$ cat src/include/pdl_pkg.sv
// Purpose: shared constants for the descrambler lock control block
// Assumes: 16-bit registers reached over a plain strobe port
// Notes:   offsets are register indices; byte address is not used here
package pdl_pkg;
  localparam int          ADDR_W         = 12;
  localparam int          DATA_W         = 16;
  // ------------------------------------------------------------
  // register offsets
  // ------------------------------------------------------------
  localparam logic [11:0] OFF_LINK_LOCK  = 12'h485;
  localparam logic [11:0] OFF_ERR_THR    = 12'h486;
  localparam logic [11:0] OFF_SLEEP      = 12'h487;
  localparam logic [11:0] OFF_STATUS     = 12'h488;
  // ------------------------------------------------------------
  // reset values and field positions
  // ------------------------------------------------------------
  localparam logic [15:0] RST_LINK_LOCK  = 16'h1078;
  localparam logic [15:0] RST_ERR_THR    = 16'h1405;
  localparam logic [15:0] RST_SLEEP      = 16'h0a00;
  localparam logic [15:0] MASK_LINK_LOCK = 16'hf1ff;
  localparam int          BIT_IPG_DIS    = 13;
  localparam int          BIT_LINK_EN    = 12;
  localparam int          IDLE_HI        = 8;
  localparam int          LOSS_HI        = 13;
  localparam int          LOSS_LO        = 9;
  localparam int          REM_HI         = 4;
  localparam int          BIT_SLEEP_EN   = 0;
  localparam int          BIT_ST_LOCK    = 0;
  localparam int          BIT_ST_REM     = 1;
  localparam int          BIT_ST_TRAIN   = 2;
  // ------------------------------------------------------------
  // lock state machine
  // ------------------------------------------------------------
  typedef enum logic [2:0]
  {
    ST_HOLD   = 3'b001,
    ST_ACQ    = 3'b010,
    ST_LOCKED = 3'b100
  } pdl_state_t;
endpackage

$ cat src/logic/pdl_sym_counter.sv
// Purpose: saturating symbol counter with threshold compare
// Assumes: count and limit share one width
// Notes:   reaching the limit is reported combinationally
`timescale 1ns/1ps
module pdl_sym_counter #(
  parameter int W = 9
) (
  input  wire logic         clk,
  input  wire logic         rst_n,
  input  wire logic         clear,
  input  wire logic         step,
  input  wire logic [W-1:0] limit,
  output logic              reached
);
  logic [W-1:0] count_ff;

  // ----------------------------------------------------------
  // counting
  // ----------------------------------------------------------
  // clear wins over step so a restart never carries an old symbol
  always_ff @(posedge clk or negedge rst_n)
  begin
    if (!rst_n)
      count_ff <= '0;
    else if (clear)
      count_ff <= '0;
    else if (step && !reached)
      count_ff <= count_ff + W'(1);
  end

  assign reached = (count_ff >= limit);
endmodule // pdl_sym_counter

$ cat src/logic/pdl_lock_control.sv
// Purpose: descrambler lock, loss of lock and remote receiver status control
// Assumes: symbol strobes from the descrambler are synchronous to clk
// Notes:   registers hold 16-bit data at index offsets
`timescale 1ns/1ps
module pdl_lock_control (
  input  wire logic        clk,
  input  wire logic        rst_n,
  input  wire logic [11:0] regAddr,
  input  wire logic [15:0] regWdata,
  input  wire logic        regWr,
  input  wire logic        regRd,
  output logic      [15:0] regRdata,
  input  wire logic        symValid,
  input  wire logic        symIdle,
  input  wire logic        inIpg,
  input  wire logic        scrLockErr,
  input  wire logic        rxSleepCode,
  input  wire logic        txSleepReq,
  output logic             trainEnable,
  output logic             linkUp,
  output logic             remRxOk,
  output logic             lockCheckActive,
  output logic             txSleepCode,
  output logic             rxSleepAccept
);
  logic [15:0]         linkLockCtl_ff;
  logic [15:0]         errThrCtl_ff;
  logic [15:0]         sleepCtl_ff;
  logic [15:0]         nxt_rdata;
  logic [15:0]         rdata_ff;
  pdl_pkg::pdl_state_t state_ff;
  pdl_pkg::pdl_state_t nxt_state;
  logic                remRx_ff;
  logic                idleReached;
  logic                lossReached;
  logic                remReached;
  logic                errSym;
  logic                idleClear;
  logic                errClear;
  logic                linkEn;
  logic                ipgDis;

  // register select shared by write and read paths
  function automatic logic hit(input logic [11:0] a, input logic [11:0] off);
    hit = (a == off);
  endfunction

  // ----------------------------------------------------------
  // register file
  // ----------------------------------------------------------
  // bits 11:9 of the lock register are read-only zero
  always_ff @(posedge clk or negedge rst_n)
  begin
    if (!rst_n)
    begin
      linkLockCtl_ff <= pdl_pkg::RST_LINK_LOCK;
      errThrCtl_ff   <= pdl_pkg::RST_ERR_THR;
      sleepCtl_ff    <= pdl_pkg::RST_SLEEP;
    end
    else if (regWr)
    begin
      if (hit(regAddr, pdl_pkg::OFF_LINK_LOCK))
        linkLockCtl_ff <= regWdata & pdl_pkg::MASK_LINK_LOCK;
      if (hit(regAddr, pdl_pkg::OFF_ERR_THR))
        errThrCtl_ff <= regWdata;
      if (hit(regAddr, pdl_pkg::OFF_SLEEP))
        sleepCtl_ff <= regWdata;
    end
  end

  // read mux; unmapped addresses read zero
  always_comb
  begin
    nxt_rdata = '0;
    if (hit(regAddr, pdl_pkg::OFF_LINK_LOCK))
      nxt_rdata = linkLockCtl_ff;
    else if (hit(regAddr, pdl_pkg::OFF_ERR_THR))
      nxt_rdata = errThrCtl_ff;
    else if (hit(regAddr, pdl_pkg::OFF_SLEEP))
      nxt_rdata = sleepCtl_ff;
    else if (hit(regAddr, pdl_pkg::OFF_STATUS))
    begin
      nxt_rdata[pdl_pkg::BIT_ST_LOCK]  = linkUp;
      nxt_rdata[pdl_pkg::BIT_ST_REM]   = remRx_ff;
      nxt_rdata[pdl_pkg::BIT_ST_TRAIN] = trainEnable;
    end
  end

  // read data stands only in the cycle after the strobe
  always_ff @(posedge clk or negedge rst_n)
  begin
    if (!rst_n)
      rdata_ff <= '0;
    else if (regRd)
      rdata_ff <= nxt_rdata;
    else
      rdata_ff <= '0;
  end

  assign regRdata = rdata_ff;

  // ----------------------------------------------------------
  // control decode
  // ----------------------------------------------------------
  assign linkEn = linkLockCtl_ff[pdl_pkg::BIT_LINK_EN];
  assign ipgDis = linkLockCtl_ff[pdl_pkg::BIT_IPG_DIS];

  // check is masked only inside the gap, so data errors still count
  assign lockCheckActive = !(ipgDis && inIpg);
  // an error symbol: non-idle, or a scrambler check failure where checked
  assign errSym = symValid && (!symIdle || (scrLockErr && lockCheckActive));

  // ----------------------------------------------------------
  // lock state machine
  // ----------------------------------------------------------
  always_comb
  begin
    nxt_state = state_ff;
    unique case (state_ff)
      pdl_pkg::ST_HOLD:
        if (linkEn)
          nxt_state = pdl_pkg::ST_ACQ;
      pdl_pkg::ST_ACQ:
        if (!linkEn)
          nxt_state = pdl_pkg::ST_HOLD;
        else if (idleReached)
          nxt_state = pdl_pkg::ST_LOCKED;
      pdl_pkg::ST_LOCKED:
        if (!linkEn)
          nxt_state = pdl_pkg::ST_HOLD;
        else if (lossReached)
          nxt_state = pdl_pkg::ST_ACQ;
      default:
        nxt_state = pdl_pkg::ST_HOLD;
    endcase
  end

  always_ff @(posedge clk or negedge rst_n)
  begin
    if (!rst_n)
      state_ff <= pdl_pkg::ST_HOLD;
    else
      state_ff <= nxt_state;
  end

  assign trainEnable = linkEn;
  assign linkUp      = (state_ff == pdl_pkg::ST_LOCKED);

  // ----------------------------------------------------------
  // symbol counters
  // ----------------------------------------------------------
  // idle run restarts on any non-idle symbol while acquiring
  assign idleClear = (state_ff != pdl_pkg::ST_ACQ) || errSym;
  // error counts restart on entry to lock and stay cleared outside it
  assign errClear  = (state_ff != pdl_pkg::ST_LOCKED);

  pdl_sym_counter #(.W(pdl_pkg::IDLE_HI + 1)) uIdleCnt (
    .clk     (clk),
    .rst_n   (rst_n),
    .clear   (idleClear),
    .step    (symValid && symIdle),
    .limit   (linkLockCtl_ff[pdl_pkg::IDLE_HI:0]),
    .reached (idleReached)
  );

  pdl_sym_counter #(.W(pdl_pkg::LOSS_HI - pdl_pkg::LOSS_LO + 1)) uLossCnt (
    .clk     (clk),
    .rst_n   (rst_n),
    .clear   (errClear),
    .step    (errSym),
    .limit   (errThrCtl_ff[pdl_pkg::LOSS_HI:pdl_pkg::LOSS_LO]),
    .reached (lossReached)
  );

  pdl_sym_counter #(.W(pdl_pkg::REM_HI + 1)) uRemCnt (
    .clk     (clk),
    .rst_n   (rst_n),
    .clear   (errClear),
    .step    (errSym),
    .limit   (errThrCtl_ff[pdl_pkg::REM_HI:0]),
    .reached (remReached)
  );

  // ----------------------------------------------------------
  // remote receiver status
  // ----------------------------------------------------------
  // registered: high the cycle after the machine is locked and below the error limit
  always_ff @(posedge clk or negedge rst_n)
  begin
    if (!rst_n)
      remRx_ff <= 1'b0;
    else
      remRx_ff <= linkUp && !remReached;
  end

  assign remRxOk = remRx_ff;

  // ----------------------------------------------------------
  // sleep code-group gating
  // ----------------------------------------------------------
  // combinational handshake gate, no state kept here
  assign txSleepCode   = txSleepReq  && sleepCtl_ff[pdl_pkg::BIT_SLEEP_EN];
  assign rxSleepAccept = rxSleepCode && sleepCtl_ff[pdl_pkg::BIT_SLEEP_EN];

  // ----------------------------------------------------------
  // checks
  // ----------------------------------------------------------
  // a masked gap keeps scrambler failures on idles out of the error count
  AST_IPG_MASK: assert property (@(posedge clk) disable iff (!rst_n)
    (ipgDis && inIpg && symValid && symIdle) |-> !errSym)
    else $error("scrambler failure counted in gap while check disabled");

  // with link control off the machine parks in hold on the next edge
  AST_NO_TRAIN: assert property (@(posedge clk) disable iff (!rst_n)
    !linkEn |=> (state_ff == pdl_pkg::ST_HOLD))
    else $error("link progressed with link control off");

  // remote status cannot stay high once the machine is parked
  AST_HOLD_REM: assert property (@(posedge clk) disable iff (!rst_n)
    (state_ff == pdl_pkg::ST_HOLD) |=> !remRxOk)
    else $error("remote status high while link held off");

  // ----------------------------------------------------------
  // checks: lock and error counting
  // ----------------------------------------------------------
  // lock comes only out of acquisition with the idle run complete
  AST_LOCK_CAUSE: assert property (@(posedge clk) disable iff (!rst_n)
    $rose(linkUp) |-> $past(idleReached) && $past(state_ff == pdl_pkg::ST_ACQ))
    else $error("lock without idle threshold");

  // a complete idle run locks on the next edge while link control is on
  AST_LOCK_TAKEN: assert property (@(posedge clk) disable iff (!rst_n)
    (state_ff == pdl_pkg::ST_ACQ && linkEn && idleReached) |=> linkUp)
    else $error("idle threshold reached but no lock");

  // below the error limit lock must be held
  AST_LOCK_KEEP: assert property (@(posedge clk) disable iff (!rst_n)
    (linkUp && linkEn && !lossReached) |=> linkUp)
    else $error("lock lost below error threshold");

  // reaching the error limit drops lock on the next edge
  AST_LOSS: assert property (@(posedge clk) disable iff (!rst_n)
    (linkUp && linkEn && lossReached) |=> !linkUp)
    else $error("error threshold reached but lock kept");

  // a fresh lock starts from empty error counts
  AST_ERR_RESTART: assert property (@(posedge clk) disable iff (!rst_n)
    $rose(linkUp)
      |-> (!lossReached || (errThrCtl_ff[pdl_pkg::LOSS_HI:pdl_pkg::LOSS_LO] == '0)))
    else $error("error count carried into new lock");

  // remote status falls one edge after its error limit
  AST_REM_LOW: assert property (@(posedge clk) disable iff (!rst_n)
    remReached |=> !remRxOk)
    else $error("remote status high past error limit");

  // while locked and below its limit remote status reads good
  AST_REM_HIGH: assert property (@(posedge clk) disable iff (!rst_n)
    (linkUp && !remReached) |=> remRxOk)
    else $error("remote status low below error limit");

  // an error before the idle limit restarts the run, so no lock follows
  AST_IDLE_RESTART: assert property (@(posedge clk) disable iff (!rst_n)
    (state_ff == pdl_pkg::ST_ACQ && errSym && !idleReached) |=> !$rose(linkUp))
    else $error("lock declared right after non-idle symbol");

  // ----------------------------------------------------------
  // checks: register port and sleep gating
  // ----------------------------------------------------------
  // a lock register write lands with its read-only bits cleared
  AST_WR_LINK: assert property (@(posedge clk) disable iff (!rst_n)
    (regWr && hit(regAddr, pdl_pkg::OFF_LINK_LOCK))
      |=> (linkLockCtl_ff == ($past(regWdata) & pdl_pkg::MASK_LINK_LOCK)))
    else $error("lock register write did not land");

  // a threshold write lands whole on the next edge
  AST_WR_ERR: assert property (@(posedge clk) disable iff (!rst_n)
    (regWr && hit(regAddr, pdl_pkg::OFF_ERR_THR))
      |=> (errThrCtl_ff == $past(regWdata)))
    else $error("threshold register write did not land");

  // a sleep register write lands whole on the next edge
  AST_WR_SLEEP: assert property (@(posedge clk) disable iff (!rst_n)
    (regWr && hit(regAddr, pdl_pkg::OFF_SLEEP))
      |=> (sleepCtl_ff == $past(regWdata)))
    else $error("sleep register write did not land");

  // read data must not linger past its one cycle
  AST_RD_ONE: assert property (@(posedge clk) disable iff (!rst_n)
    !regRd |=> (regRdata == 16'h0000))
    else $error("read data outside its cycle");

  // disabled sleep handling passes nothing either way
  AST_SLEEP_GATE: assert property (@(posedge clk) disable iff (!rst_n)
    !sleepCtl_ff[pdl_pkg::BIT_SLEEP_EN] |-> !(txSleepCode || rxSleepAccept))
    else $error("sleep code-group passed while disabled");

  // enabled sleep handling follows requests in the same cycle
  AST_SLEEP_PASS: assert property (@(posedge clk) disable iff (!rst_n)
    sleepCtl_ff[pdl_pkg::BIT_SLEEP_EN]
      |-> (txSleepCode == txSleepReq) && (rxSleepAccept == rxSleepCode))
    else $error("sleep code-group blocked while enabled");
endmodule // pdl_lock_control

$ cat config.mk
export PLATFORM = sky130hd
export DESIGN_NAME = pdl_lock_control
export DESIGN_NICKNAME = d
export VERILOG_FILES = /design/src/include/pdl_pkg.sv /design/src/logic/pdl_sym_counter.sv /design/src/logic/pdl_lock_control.sv
export SDC_FILE = /design/constraint.sdc
export NUM_CORES = 1
export LEC_CHECK = 0
export BUFFER_PORTS_ARGS = -buffer_cell sky130_fd_sc_hd__buf_2
export CAP_MARGIN = 20
export CORE_UTILIZATION = 25
export DETAILED_ROUTE_END_ITERATION = 10
export PLACE_DENSITY = 0.45
export SLEW_MARGIN = 20
export SYNTH_ARGS = -nofsm -noshare
export SYNTH_HDL_FRONTEND = slang
export SYNTH_SLANG_ARGS = --single-unit
$ cat constraint.sdc
create_clock -name clk -period 5.3 [get_ports clk]
set_clock_uncertainty 0.1 [all_clocks]
set_input_delay 0.53 -clock clk [delete_from_list [all_inputs] [get_ports clk]]
set_output_delay 0.53 -clock clk [all_outputs]
set_load 0.01 [all_outputs]
==> qor.yml <==
outcome:
  status: "complete, no violations"
global_routing:
  grt_pass1_wl_mm: 16.9
  globalRoute.totalOverflow: 0
  antenna_found_initial: 0
  grt_pass1_vias: 3202
  grt_start_max_net_pins: 56
  grt_util_all_layers_pct: 12.6
floorplanning:
  design.die.area_um2: 17300
  floorplan.initialDensity_pct: 26.0
  num_rows: 46
  core_area_um2: 16100
  io_pins: 60
  die-height_um: 131
  die-width_um: 131
placed_design:
  dp_hpwl_mm: 7.31
  io_buffers: 59
  dpl_worst_slack_ps: 2080
  placed_cell_area_um2: 4690
  gp_congestion: 0.735
synthesis:
  synth.area.top_cells: "dfrtp_1 (43%), dfstp_2 (7.5%), mux2_2 (7.3%)"
  yosys.area.top_type_share_pct: 43.0
  syn_area_um2: 4190
  synth_area_leader_cell: "dfrtp_1"
  yosysSeqAreaShare_pct: 50.5
  synth_area_per_cell_um2: 11.1
  synth_flop_cell: "dfrtp_1"
  synth.net_count: 437
  synth_edf_count: 0
  synth_cell_type_count: 51
  synth_seq_cells: 84
  synthArstFlopShare_pct: 100
  ys_warn_count: 0
  synthCells: 377
sta:
  slew_viol_final: 0
  relSlewSlack_pct: 33.9
  finalCriticalPeriod_ps: 2850
  fin_crit_sh_pct: 53.7
  max_freq_mhz: 351
  rsz0062_at_grt: "no"
  tightest_slew_ps: 991
  finalSetupViolCount: 0
  setup_tns_ps: 0
  setup_slack_ps: 2450
  hold_violations: 0
hold_path:
  hold_path_class: "primary input to async pin"
clock_network:
  insertion_delay_ps: 350
  ctsHoldBuffers: 0
  clk_pin_slew_ps: 60
  cts_tree: "yes"
  cts_resized: 0
  h-tree-depth: 3
  cts-root-buf: "clkbuf_16"
  ctsLongestPathBuffers: 2
  numCtsBuffers: 9
  post-cts-setup-buffers: 0
  clock-sinks: 84
worst_setup_path:
  max_stage_delay_ps: 590
  startpoint: "regAddr[5]"
  start_kind: "primary input"
  r2r-start: "uIdleCnt.count_ff[0]"
  critPathKind: "primary input to flop"
  worstPathRequired_ps: 5430
  worst_r2r_endpoint: "uIdleCnt.count_ff[6]"
  worstPathArrival_ps: 2970
  cp-endpoint: "linkLockCtl_ff[0]"
  cp_slowest_cell: "or4_4"
  r2r_cells: 7
  cp_max_fo: 22
  rrSetupSlack_ps: 2560
  worstSetupEndpointType: "flop"
  path_cells: "buf_2 > or4b_4 > or4_4 > nor2_4 > and2_2 > mux2_2"
detailed_routing:
  drtIter0Drc: 126
  drt_wl_total_mm: 10.1
  vias_per_cell: 4.68
  drtAntennaViolNets: 0
  first_pass_iters: 4
  drc: 0
  vias: 3073
  avgRoutedWirePerCell_um: 15.4
power:
  total_power_mw: 1.30
  leakage_nw: 2.34
  p_per_area_nw_per_um2: 261
  ir_drop_uv: 155
final_layout:
  diodes: 0
  area_delta_synth_final_pct: 18.9
  fin_area_um2: 4980
  drive_gt1_share_pct: 30.7
  fin_nets: 495
  fillers: 1678
  fin_util_pct: 30.9
run:
  cap_violations: 0
==> stage by stage <==
step	hold WS [ps]	instances
2_1_floorplan	134	377
3_3_place_gp	389	640
3_5_place_dp	394	640
4_1_cts	20.9	656
5_1_grt	42.2	656
6_report	10.6	656
==> critical path: cells and delay by family <==
kind	cells	cell delay, ps
muxes	1	370
buffers and inverters	1	90
and+or+nand+nor	4	1980
==> flip-flops by register name, summed over array words and instances, names as in the netlist <==
name and cells:
errThrCtl_ff 16, regRdata 16, sleepCtl_ff 16, linkLockCtl_ff 13, uIdleCnt.count_ff 9, uLossCnt.count_ff 5, uRemCnt.count_ff 5, state_ff 3
remRxOk 1
==> layout make-up <==
cell class | count | area [um^2] | area share (%)
Timing Repair Buffer | 60 | 305 | 6.13
Clock buffer | 10 | 239 | 4.80
Tap cell | 216 | 270 | 5.43
Inverter | 26 | 97.6 | 1.96
Multi-Input combinational cell | 254 | 1900 | 38.2
Sequential cell | 84 | 2120 | 42.5
Clock inverter | 6 | 46.3 | 0.930
==> power by group <==
| part | switching [mW] | leakage [nW] | internal, mW |
|---|---|---|---|
| sequential | 0.00125 | 1.11 | 0.644 |
| combinational | 0.0332 | 1.09 | 0.0168 |
| clock | 0.272 | 0.135 | 0.333 |
| total | 0.307 | 2.34 | 0.994 |
==> synth_stat cells, types with 2 or more instances <==
cell,n
clkbuf_1,3
a22oi_1,13
a21o_1,2
buf_4,2
and2_1,3
or2_2,2
a221oi_1,3
nand2b_1,6
dfstp_2,12
buf_2,5
dfrtp_1,72
mux2_2,27
or4_1,4
inv_1,26
nand3_1,17
nor3_1,2
buf_1,2
a21oi_1,23
mux2i_1,2
or3_1,10
mux2_4,10
o211ai_1,2
nand2_1,28
nor2_1,11
o21ai_0,23
ha_1,22
xnor2_1,3
a21boi_0,12
o31ai_1,4
a31oi_1,3
nand4_1,3
==> worst min-delay path by stage <==
stage / from / end / slack (ps) / cells after the start
after CTS: rst_n / uRemCnt.count_ff[1] / 20 / 1
final: rst_n / uRemCnt.count_ff[1] / 10 / 1
after detailed placement: sleepCtl_ff[15] / sleepCtl_ff[15] / 390 / 1
after global placement: errThrCtl_ff[14] / errThrCtl_ff[14] / 390 / 1
after global routing: rst_n / uRemCnt.count_ff[1] / 40 / 1
after floorplan: rst_n / errThrCtl_ff[11] / 130 / 0
==> kinds of logic after synthesis <==
kind of cell	share of synthesized area (%)
mux	11.3
buf+inv	4.00
compound gates	14.2
simple gates	12.8
flops	50.5
xor+xnor	0.627
fa+ha+maj	6.57
==> metal layers <==
metal,wire length [um],up-vias,GRT usage (%)
li1,-,1482,-
met1,4830,1531,16.1
met2,4760,50,20.2
met3,370,10,3.82
met4,139,0,4.26
met5,0,-,0
==> placed cells by master (no fill, tap or decap), types with 6 or more instances in the layout <==
master / n
nand2b_1: 6
dfrtp_1: 72
mux2_2: 27
nand2_1: 28
buf_2: 58
mux2_4: 10
o21ai_0: 23
a21boi_0: 12
dfstp_2: 12
inv_1: 26
or3_1: 10
nor2_1: 11
nand3_1: 17
a22oi_1: 13
clkbuf_16: 9
ha_1: 22
a21oi_1: 23
(Power assumes the default switching activity.)
